===== src/ipac_pkg.sv =====
// Types shared by the port access checker
package ipac_pkg;

    typedef enum logic [3:0] {
        IPAC_OP_PORT_RD,
        IPAC_OP_PORT_RD_STR,
        IPAC_OP_PORT_WR,
        IPAC_OP_PORT_WR_STR,
        IPAC_OP_IRQ_MASK,
        IPAC_OP_IRQ_UNMASK,
        IPAC_OP_FLAGS_POP,
        IPAC_OP_TRAP_RET,
        IPAC_OP_MEM_RD,
        IPAC_OP_MEM_WR
    } ipac_op_t;

    // Byte, word, doubleword
    typedef enum logic [1:0] {
        IPAC_W1,
        IPAC_W2,
        IPAC_W4
    } ipac_width_t;

    typedef struct packed {
        ipac_op_t op;
        logic [15:0] port;
        ipac_width_t width;
        logic [31:0] wdata;
        logic [31:0] flags_val;
        logic uncached;
    } ipac_req_t;

    typedef struct packed {
        logic valid;
        logic write;
        logic [15:0] addr;
        ipac_width_t width;
        logic [31:0] wdata;
    } ipac_io_t;

endpackage


===== src/ipac_bit_select.sv =====
// Bitmap window bit selection and test
module ipac_bit_select
    import ipac_pkg::*;
(
    input wire logic [15:0] window, // Two bitmap bytes, first byte low
    input wire logic [2:0] offs,    // Port address mod eight
    input wire ipac_width_t width,  // Access width
    output logic any_set            // A covered bit is set
);
    logic [15:0] shifted;
    logic [3:0] mask;

    always_comb begin
        shifted = window >> offs;
        case (width)
            IPAC_W1: mask = 4'h1;
            IPAC_W2: mask = 4'h3;
            IPAC_W4: mask = 4'hF;
            default: mask = 4'hF;
        endcase
        any_set = |(shifted[3:0] & mask);
    end
endmodule


===== config.mk =====
export PLATFORM = sky130hd
export DESIGN_NAME = ipac_bit_select
export DESIGN_NICKNAME = d
export VERILOG_FILES = /design/src/ipac_pkg.sv /design/src/ipac_bit_select.sv
export SDC_FILE = /design/constraint.sdc
export NUM_CORES = 1
export LEC_CHECK = 0
export BUFFER_PORTS_ARGS = -buffer_cell sky130_fd_sc_hd__buf_2
export CAP_MARGIN = 20
export CORE_AREA = 10 10 47 49
export DETAILED_ROUTE_END_ITERATION = 16
export DIE_AREA = 0 0 57 59
export PLACE_DENSITY_LB_ADDON = 0.12
export SYNTH_ARGS = -nofsm -noshare
export SYNTH_HDL_FRONTEND = slang
export SYNTH_SLANG_ARGS = --single-unit
export TNS_END_PERCENT = 20

===== constraint.sdc =====
create_clock -name vclk -period 1.5
set_input_delay 0.075 -clock vclk [all_inputs]
set_output_delay 0.075 -clock vclk [all_outputs]
set_load 0.01 [all_outputs]

==> impl_metrics.prom, run 1 <==
# TYPE chip_impl_metric gauge
chip_impl_info{name="status",value="completed"} 1
chip_impl_metric{name="worst_max_slew_pin_slew",unit="ns"} 0.2251
chip_impl_info{name="cp-end-kind",value="output port"} 1
chip_impl_info{name="synth.top_cells.by_area",value="sky130_fd_sc_hd__mux2i_1, sky130_fd_sc_hd__mux4_1, sky130_fd_sc_hd__a211oi_1"} 1
chip_impl_metric{name="hold_buffers",unit=""} 0
chip_impl_metric{name="hold_viol",unit=""} 0
chip_impl_metric{name="groute.usage.overall",unit=""} 0.03969
chip_impl_metric{name="floorplan.initialDensity",unit=""} 0.1402
chip_impl_metric{name="synthesis_to_layout_area_growth",unit="%"} 49.68
chip_impl_metric{name="antennaDiodeCount",unit=""} 0
chip_impl_metric{name="ir_worst_vdd",unit="uV"} 63.05
chip_impl_metric{name="fin_area",unit="um^2"} 294.0
chip_impl_metric{name="global_route.overflow_total",unit=""} 0
chip_impl_metric{name="buffer_ports.inserted",unit=""} 17
chip_impl_metric{name="p_leak",unit="nW"} 0.1413
chip_impl_metric{name="seq_area_frac_synth",unit=""} 0
chip_impl_metric{name="drt-wirelength-per-cell",unit="um"} 12.49
chip_impl_metric{name="period_minus_slack",unit="ns"} 1.282
chip_impl_metric{name="grt_start_max_net_pins",unit=""} 9
chip_impl_metric{name="critPathBufInv",unit=""} 2
chip_impl_metric{name="timing.final.crit_share",unit=""} 0.8546
chip_impl_info{name="layout_common_cells",value="sky130_fd_sc_hd__buf_2, sky130_fd_sc_hd__mux2i_1, sky130_fd_sc_hd__a211oi_1, sky130_fd_sc_hd__nor2_1, sky130_fd_sc_hd__inv_1"} 1
chip_impl_info{name="most_common_cell_after_layout_fill_and_taps_aside",value="sky130_fd_sc_hd__buf_2"} 1
chip_impl_metric{name="yosysUniqueCellTypes",unit=""} 15
chip_impl_metric{name="fp.dieArea",unit="mm^2"} 0.003363
chip_impl_metric{name="crit_required",unit="ns"} 1.42
chip_impl_metric{name="totalWireLength",unit="um"} 687
chip_impl_info{name="critical_path_class",value="primary input to output port"} 1
chip_impl_info{name="critical_path_s_most_frequent_cell",value="sky130_fd_sc_hd__buf_2"} 1
chip_impl_metric{name="dr.first_iter.drc_count",unit=""} 8
chip_impl_metric{name="synthCells",unit=""} 23
chip_impl_metric{name="netlist_area",unit="um^2"} 196.4
chip_impl_metric{name="post-cts-setup-buffers",unit=""} 0
chip_impl_metric{name="firstDrtPassIters",unit=""} 3
chip_impl_info{name="rsz0062_at_grt",value="no"} 1
chip_impl_metric{name="initial_antenna_violation_count",unit=""} 0
chip_impl_metric{name="place_ws",unit="ns"} 0.2048
chip_impl_info{name="min-delay-path-class",value="primary input to output port"} 1
chip_impl_metric{name="nFillCells",unit=""} 179
chip_impl_metric{name="grt_pass1_wl",unit="mm"} 1.166
chip_impl_metric{name="placement_rows",unit=""} 14
chip_impl_info{name="critical_path_cell_sequence",value="buf_2 > mux4_2 > o21a_1 > o21ai_2 > o211ai_1 > buf_2"} 1
chip_impl_metric{name="detail_route.drc_violations",unit=""} 0
chip_impl_metric{name="synth.top_cell.area_share",unit=""} 0.2038
chip_impl_metric{name="total_number_of_vias",unit=""} 239
chip_impl_metric{name="gp_congestion",unit=""} 0.7050
chip_impl_metric{name="timing_max_transition_violations_final",unit=""} 0
chip_impl_metric{name="clock_buffer_count",unit=""} 0
chip_impl_metric{name="design.seq.count",unit=""} 0
chip_impl_info{name="critical_path.top_delay_family",value="multiplexers"} 1
chip_impl_info{name="cp_slowest_cell",value="sky130_fd_sc_hd__mux4_2"} 1
chip_impl_info{name="hold_crit_start",value="offs[1]"} 1
chip_impl_metric{name="postPlaceCellArea",unit="um^2"} 294.0
chip_impl_metric{name="finalSetupViolCount",unit=""} 0
chip_impl_info{name="critical_path.startpoint",value="offs[0]"} 1
chip_impl_metric{name="via_per_inst",unit=""} 4.345
chip_impl_info{name="synth_largest_area_cell",value="sky130_fd_sc_hd__mux2i_1"} 1
chip_impl_metric{name="max_cap_violations",unit=""} 0
chip_impl_metric{name="arrival",unit="ns"} 1.21
chip_impl_metric{name="vias_in_the_first_global_route",unit=""} 258
chip_impl_metric{name="power.density",unit="mW/mm^2"} 255.0
chip_impl_metric{name="max_slew_margin",unit=""} 0.8490
chip_impl_metric{name="dieWidth",unit="um"} 57
chip_impl_metric{name="critPathMaxFanout",unit=""} 3
chip_impl_metric{name="share_of_post_route_cells_with_drive_strength_above_1",unit=""} 0.5128
chip_impl_metric{name="drt.antenna.violating_nets",unit=""} 0
chip_impl_metric{name="post_cts_resized",unit=""} 0
chip_impl_metric{name="multiInputGateArea",unit="um^2"} 173.9
chip_impl_metric{name="sequential_cell_area",unit="um^2"} 0
chip_impl_metric{name="floorplan.io_pins",unit=""} 22
chip_impl_metric{name="total_neg_setup_slack",unit="ns"} 0
chip_impl_info{name="setup.worst_path.start_class",value="primary input"} 1
chip_impl_metric{name="setup_slack",unit="ns"} 0.2181
chip_impl_metric{name="die-height",unit="um"} 59
chip_impl_metric{name="avgSynthCellArea",unit="um^2"} 8.541
chip_impl_metric{name="layout.nets",unit=""} 62
chip_impl_metric{name="max_freq",unit="MHz"} 780.1
chip_impl_metric{name="crit_path_max_incr_delay",unit="ns"} 0.49
chip_impl_metric{name="design.core.area",unit="mm^2"} 0.001401
chip_impl_metric{name="net_count_after_synthesis",unit=""} 44
chip_impl_metric{name="ys.warnings.count",unit=""} 0
-- final cells by class --
cell class         count  area share
well taps             16     0.06809
inverters              2     0.02553
repair buffers        18      0.3149
multi-input cells     19      0.5915
-- synthesized netlist by cell type, drive strengths merged --
| cell | count |
|---|---|
| mux2i | 4 |
| a211oi | 3 |
| nor2 | 3 |
| inv | 2 |
| mux4 | 2 |
| o21ai | 2 |
| a32oi | 1 |
| buf | 1 |
| clkbuf | 1 |
| nand3b | 1 |
| nand4 | 1 |
| o211ai | 1 |
| o21a | 1 |
-- report_power, final --
group          internal [mW]  switching (mW)
Sequential                 0               0
Combinational         0.0417          0.0333
Clock                      0               0
-- tightest hold or removal path: cells and delay by family --
kind	cells	cell delay, ns
buf+inv	2	0.24
compound gates	1	0.09
-- worst paths after layout --
kind	endpoint	slack [ns]	cells after the start
min	any_set	0.48	3
max	any_set	0.22	6
-- through the flow --
step / power, mW / util / hold WS [ns] / instances
2_1_floorplan: 0.04336 / - / 0.2756 / 23
3_3_place_gp: 0.07559 / 0.2098 / 0.4731 / 55
3_5_place_dp: 0.07591 / 0.2098 / 0.4832 / 55
4_1_cts: 0.07608 / 0.2098 / 0.4837 / 55
5_1_grt: 0.08538 / 0.2098 / 0.5048 / 55
6_report: 0.07497 / 0.2098 / 0.4806 / 55
-- per-layer routing --
| metal | GRT usage | vias to the layer above | part of all wire |
|---|---|---|---|
| li1 | - | 126 | - |
| met1 | 0.05556 | 103 | 0.47 |
| met2 | 0.05891 | 10 | 0.44 |
| met3 | 0.01502 | 0 | 0.092 |
| met4 | 0 | 0 | 0 |
| met5 | 0 | - | 0 |
-- cell families after synthesis --
kind of cell,after synthesis,synth area share
multiplexers,6,0.4523
AO/OA/AOI/OAI,8,0.3057
AND/OR/NAND/NOR,5,0.1274
buffers and inverters,4,0.1146
Power figures use the tool's default switching activity.
==> run 2, diff against run 1 <==
Settings changed: ABC_AREA from default to 1.
==> impl_metrics.prom, run 2 <==
# TYPE chip_impl_metric gauge
chip_impl_metric{name="die-height",unit="um"} 59
chip_impl_metric{name="nFillCells",unit=""} 192
chip_impl_metric{name="synth-xor-area-share",unit=""} 0
chip_impl_metric{name="ys.warnings.count",unit=""} 0
chip_impl_metric{name="netlist_area",unit="um^2"} 279.0
chip_impl_metric{name="crit_path_max_incr_delay",unit="ns"} 0.22
chip_impl_metric{name="ir_worst_vdd",unit="uV"} 65.53
chip_impl_metric{name="post-cts-setup-buffers",unit=""} 0
chip_impl_metric{name="avgSynthCellArea",unit="um^2"} 4.982
chip_impl_metric{name="hold_buffers",unit=""} 0
chip_impl_metric{name="yosysUniqueCellTypes",unit=""} 14
chip_impl_metric{name="placement_rows",unit=""} 14
chip_impl_metric{name="buffer_ports.inserted",unit=""} 17
chip_impl_metric{name="critPathMaxFanout",unit=""} 9
chip_impl_info{name="critical_path_s_most_frequent_cell",value="sky130_fd_sc_hd__buf_2"} 1
chip_impl_metric{name="layout.cells.non_filler",unit=""} 88
chip_impl_metric{name="clockPowerShare",unit=""} 0
chip_impl_metric{name="grt_start_max_net_pins",unit=""} 10
chip_impl_metric{name="synthesis_to_layout_area_growth",unit="%"} 33.63
chip_impl_metric{name="floorplan.io_pins",unit=""} 22
chip_impl_info{name="critical_path_cell_sequence",value="buf_2 > inv_8 > nand2_4 > nand3_1 > nor2_2 > nor2_1 > a21oi_2 > nand2_1 > buf_2"} 1
chip_impl_metric{name="multiInputGateArea",unit="um^2"} 219.0
chip_impl_metric{name="grt_pass1_wl",unit="mm"} 1.587
chip_impl_info{name="synth_largest_area_cell",value="sky130_fd_sc_hd__nand2_1"} 1
chip_impl_info{name="layout_common_cells",value="sky130_fd_sc_hd__nand2_1, sky130_fd_sc_hd__buf_2, sky130_fd_sc_hd__inv_1, sky130_fd_sc_hd__nand3_1"} 1
chip_impl_metric{name="mux_cell_area_share_after_synthesis",unit=""} 0
chip_impl_metric{name="yosys.area_share.simple",unit=""} 0.6682
chip_impl_metric{name="net_count_after_synthesis",unit=""} 77
chip_impl_metric{name="max_freq",unit="MHz"} 983.6
chip_impl_metric{name="synth-compound-area-share",unit=""} 0.1166
chip_impl_info{name="synth.top_cells.by_count",value="sky130_fd_sc_hd__nand2_1, sky130_fd_sc_hd__inv_1, sky130_fd_sc_hd__nand3_1"} 1
chip_impl_info{name="cp_slowest_cell",value="sky130_fd_sc_hd__buf_2"} 1
chip_impl_metric{name="timing.final.crit_share",unit=""} 0.6778
chip_impl_info{name="cp-end-kind",value="output port"} 1
chip_impl_info{name="synth.top_cells.by_area",value="sky130_fd_sc_hd__nand2_1, sky130_fd_sc_hd__nand3_1, sky130_fd_sc_hd__nand2_4"} 1
chip_impl_metric{name="synthCells",unit=""} 56
chip_impl_metric{name="power.density",unit="mW/mm^2"} 264.7
chip_impl_info{name="setup.worst_path.start_class",value="primary input"} 1
chip_impl_metric{name="share_of_post_route_cells_with_drive_strength_above_1",unit=""} 0.3889
chip_impl_metric{name="groute.usage.overall",unit=""} 0.05207
chip_impl_metric{name="power.internal",unit="uW"} 42.48
chip_impl_metric{name="global_route.overflow_total",unit=""} 0
chip_impl_metric{name="via_per_inst",unit=""} 4.000
chip_impl_metric{name="placedCellCount",unit=""} 88
chip_impl_info{name="synth_top_family_by_area",value="simple AND/OR/NAND/NOR gates"} 1
chip_impl_metric{name="hold_viol",unit=""} 0
chip_impl_metric{name="design.core.area",unit="mm^2"} 0.001401
chip_impl_metric{name="firstDrtPassIters",unit=""} 2
chip_impl_metric{name="seq_area_frac_synth",unit=""} 0
chip_impl_metric{name="fp.dieArea",unit="mm^2"} 0.003363
chip_impl_info{name="critical_path_class",value="primary input to output port"} 1
chip_impl_metric{name="timing_max_transition_violations_final",unit=""} 0
chip_impl_info{name="rsz0062_at_grt",value="no"} 1
chip_impl_metric{name="power.combinational.fraction",unit=""} 1.000
chip_impl_metric{name="finalSetupViolCount",unit=""} 0
chip_impl_metric{name="sequentialPowerShare",unit=""} 0
chip_impl_metric{name="design.seq.count",unit=""} 0
chip_impl_metric{name="drt.antenna.violating_nets",unit=""} 0
chip_impl_metric{name="dieWidth",unit="um"} 57
chip_impl_metric{name="clock_buffer_count",unit=""} 0
chip_impl_metric{name="gp_congestion",unit=""} 0.6978
chip_impl_metric{name="arrival",unit="ns"} 0.94
chip_impl_metric{name="p_leak",unit="nW"} 0.2423
chip_impl_info{name="synth_most_common_cell",value="sky130_fd_sc_hd__nand2_1"} 1
chip_impl_metric{name="total_neg_setup_slack",unit="ns"} 0
chip_impl_metric{name="yosys.area_share.adder",unit=""} 0
chip_impl_metric{name="total_power",unit="uW"} 98.70
chip_impl_metric{name="total_switching_power",unit="uW"} 56.21
chip_impl_info{name="min-delay-path-class",value="primary input to output port"} 1
chip_impl_metric{name="utilization",unit=""} 0.2661
chip_impl_metric{name="antennaDiodeCount",unit=""} 0
chip_impl_metric{name="floorplan.initialDensity",unit=""} 0.1991
chip_impl_metric{name="power_switching_share",unit=""} 0.5695
chip_impl_metric{name="hpwlAfterDp",unit="um"} 773.3
chip_impl_metric{name="vias_in_the_first_global_route",unit=""} 402
chip_impl_info{name="critical_path.top_delay_family",value="buffers and inverters"} 1
chip_impl_metric{name="crit_required",unit="ns"} 1.42
chip_impl_metric{name="layout.nets",unit=""} 95
chip_impl_metric{name="detail_route.drc_violations",unit=""} 0
chip_impl_metric{name="synth.top_cell.area_share",unit=""} 0.2960
chip_impl_metric{name="max_slew_margin",unit=""} 0.8442
chip_impl_metric{name="sequential_cell_area",unit="um^2"} 0
chip_impl_info{name="most_common_cell_after_layout_fill_and_taps_aside",value="sky130_fd_sc_hd__nand2_1"} 1
chip_impl_metric{name="critPathBufInv",unit=""} 3
chip_impl_metric{name="initial_antenna_violation_count",unit=""} 0
chip_impl_info{name="status",value="completed"} 1
chip_impl_metric{name="max_cap_violations",unit=""} 0
chip_impl_metric{name="totalWireLength",unit="um"} 842
chip_impl_metric{name="worst_max_slew_pin_slew",unit="ns"} 0.2336
chip_impl_metric{name="post_cts_resized",unit=""} 0
chip_impl_metric{name="dr.first_iter.drc_count",unit=""} 5
chip_impl_metric{name="period_minus_slack",unit="ns"} 1.017
chip_impl_metric{name="drt-wirelength-per-cell",unit="um"} 9.568
chip_impl_metric{name="total_number_of_vias",unit=""} 352
## run 2: changes by cell type after synthesis, moves of 2 or more
cell / before / now
sky130_fd_sc_hd__a211oi_1: 3 / 0
sky130_fd_sc_hd__a21oi_1: 0 / 2
sky130_fd_sc_hd__inv_1: 2 / 8
sky130_fd_sc_hd__inv_2: 0 / 2
sky130_fd_sc_hd__mux2i_1: 4 / 0
sky130_fd_sc_hd__nand2_1: 0 / 22
sky130_fd_sc_hd__nand2_4: 0 / 3
sky130_fd_sc_hd__nand3_1: 0 / 8
sky130_fd_sc_hd__nor2_2: 0 / 2
## run 2: layout make-up
type	count	area share
inverters	11	0.1309
repair buffers	17	0.2282
multi-input cells	44	0.5872
well taps	16	0.05369
## run 2: logic make-up (layout without fill, tap and decap cells)
group,Yosys count,count (layout)
simple gates,39,39
buf+inv,12,28
compound gates,5,5
## run 2: power groups by stage
stage | Sequential (mW) | Combinational, mW | Clock, mW
after global placement | 0 | 0.101 | 0
after global routing | 0 | 0.115 | 0
after detailed placement | 0 | 0.100 | 0
after CTS | 0 | 0.101 | 0
after floorplan | 0 | 0.0627 | 0
final | 0 | 0.0987 | 0
## run 2: worst paths after layout
check,cells past startpoint,endpoint,start,slack (ns)
setup / recovery,9,any_set,offs[0],0.48
hold / removal,6,any_set,width[1],0.53
## run 2: metrics by stage
stage	setup slack, ns	hold WS, ns	cell area, um^2
finish	0.4833	0.5322	372.9
global route	0.3551	0.5857	372.9
CTS	0.4676	0.5434	372.9
detailed placement	0.4667	0.5411	372.9
global placement	0.4615	0.5404	372.9
floorplan	0.7577	0.3382	279.0
## run 2: layer usage
metal	routed length (um)	vias up	GRT usage
met2	437	7	0.09612
met3	28	0	0.006438
li1	-	201	-
met1	376	144	0.06573
met5	0	-	0
met4	0	0	0
## run 2: worst min-delay path, cell delays in order
cell and delay [ns]:
sky130_fd_sc_hd__buf_2 0.10, sky130_fd_sc_hd__inv_1 0.04, sky130_fd_sc_hd__nand2_1 0.05, sky130_fd_sc_hd__nand2_1 0.04
sky130_fd_sc_hd__nand2_1 0.04, sky130_fd_sc_hd__buf_2 0.12
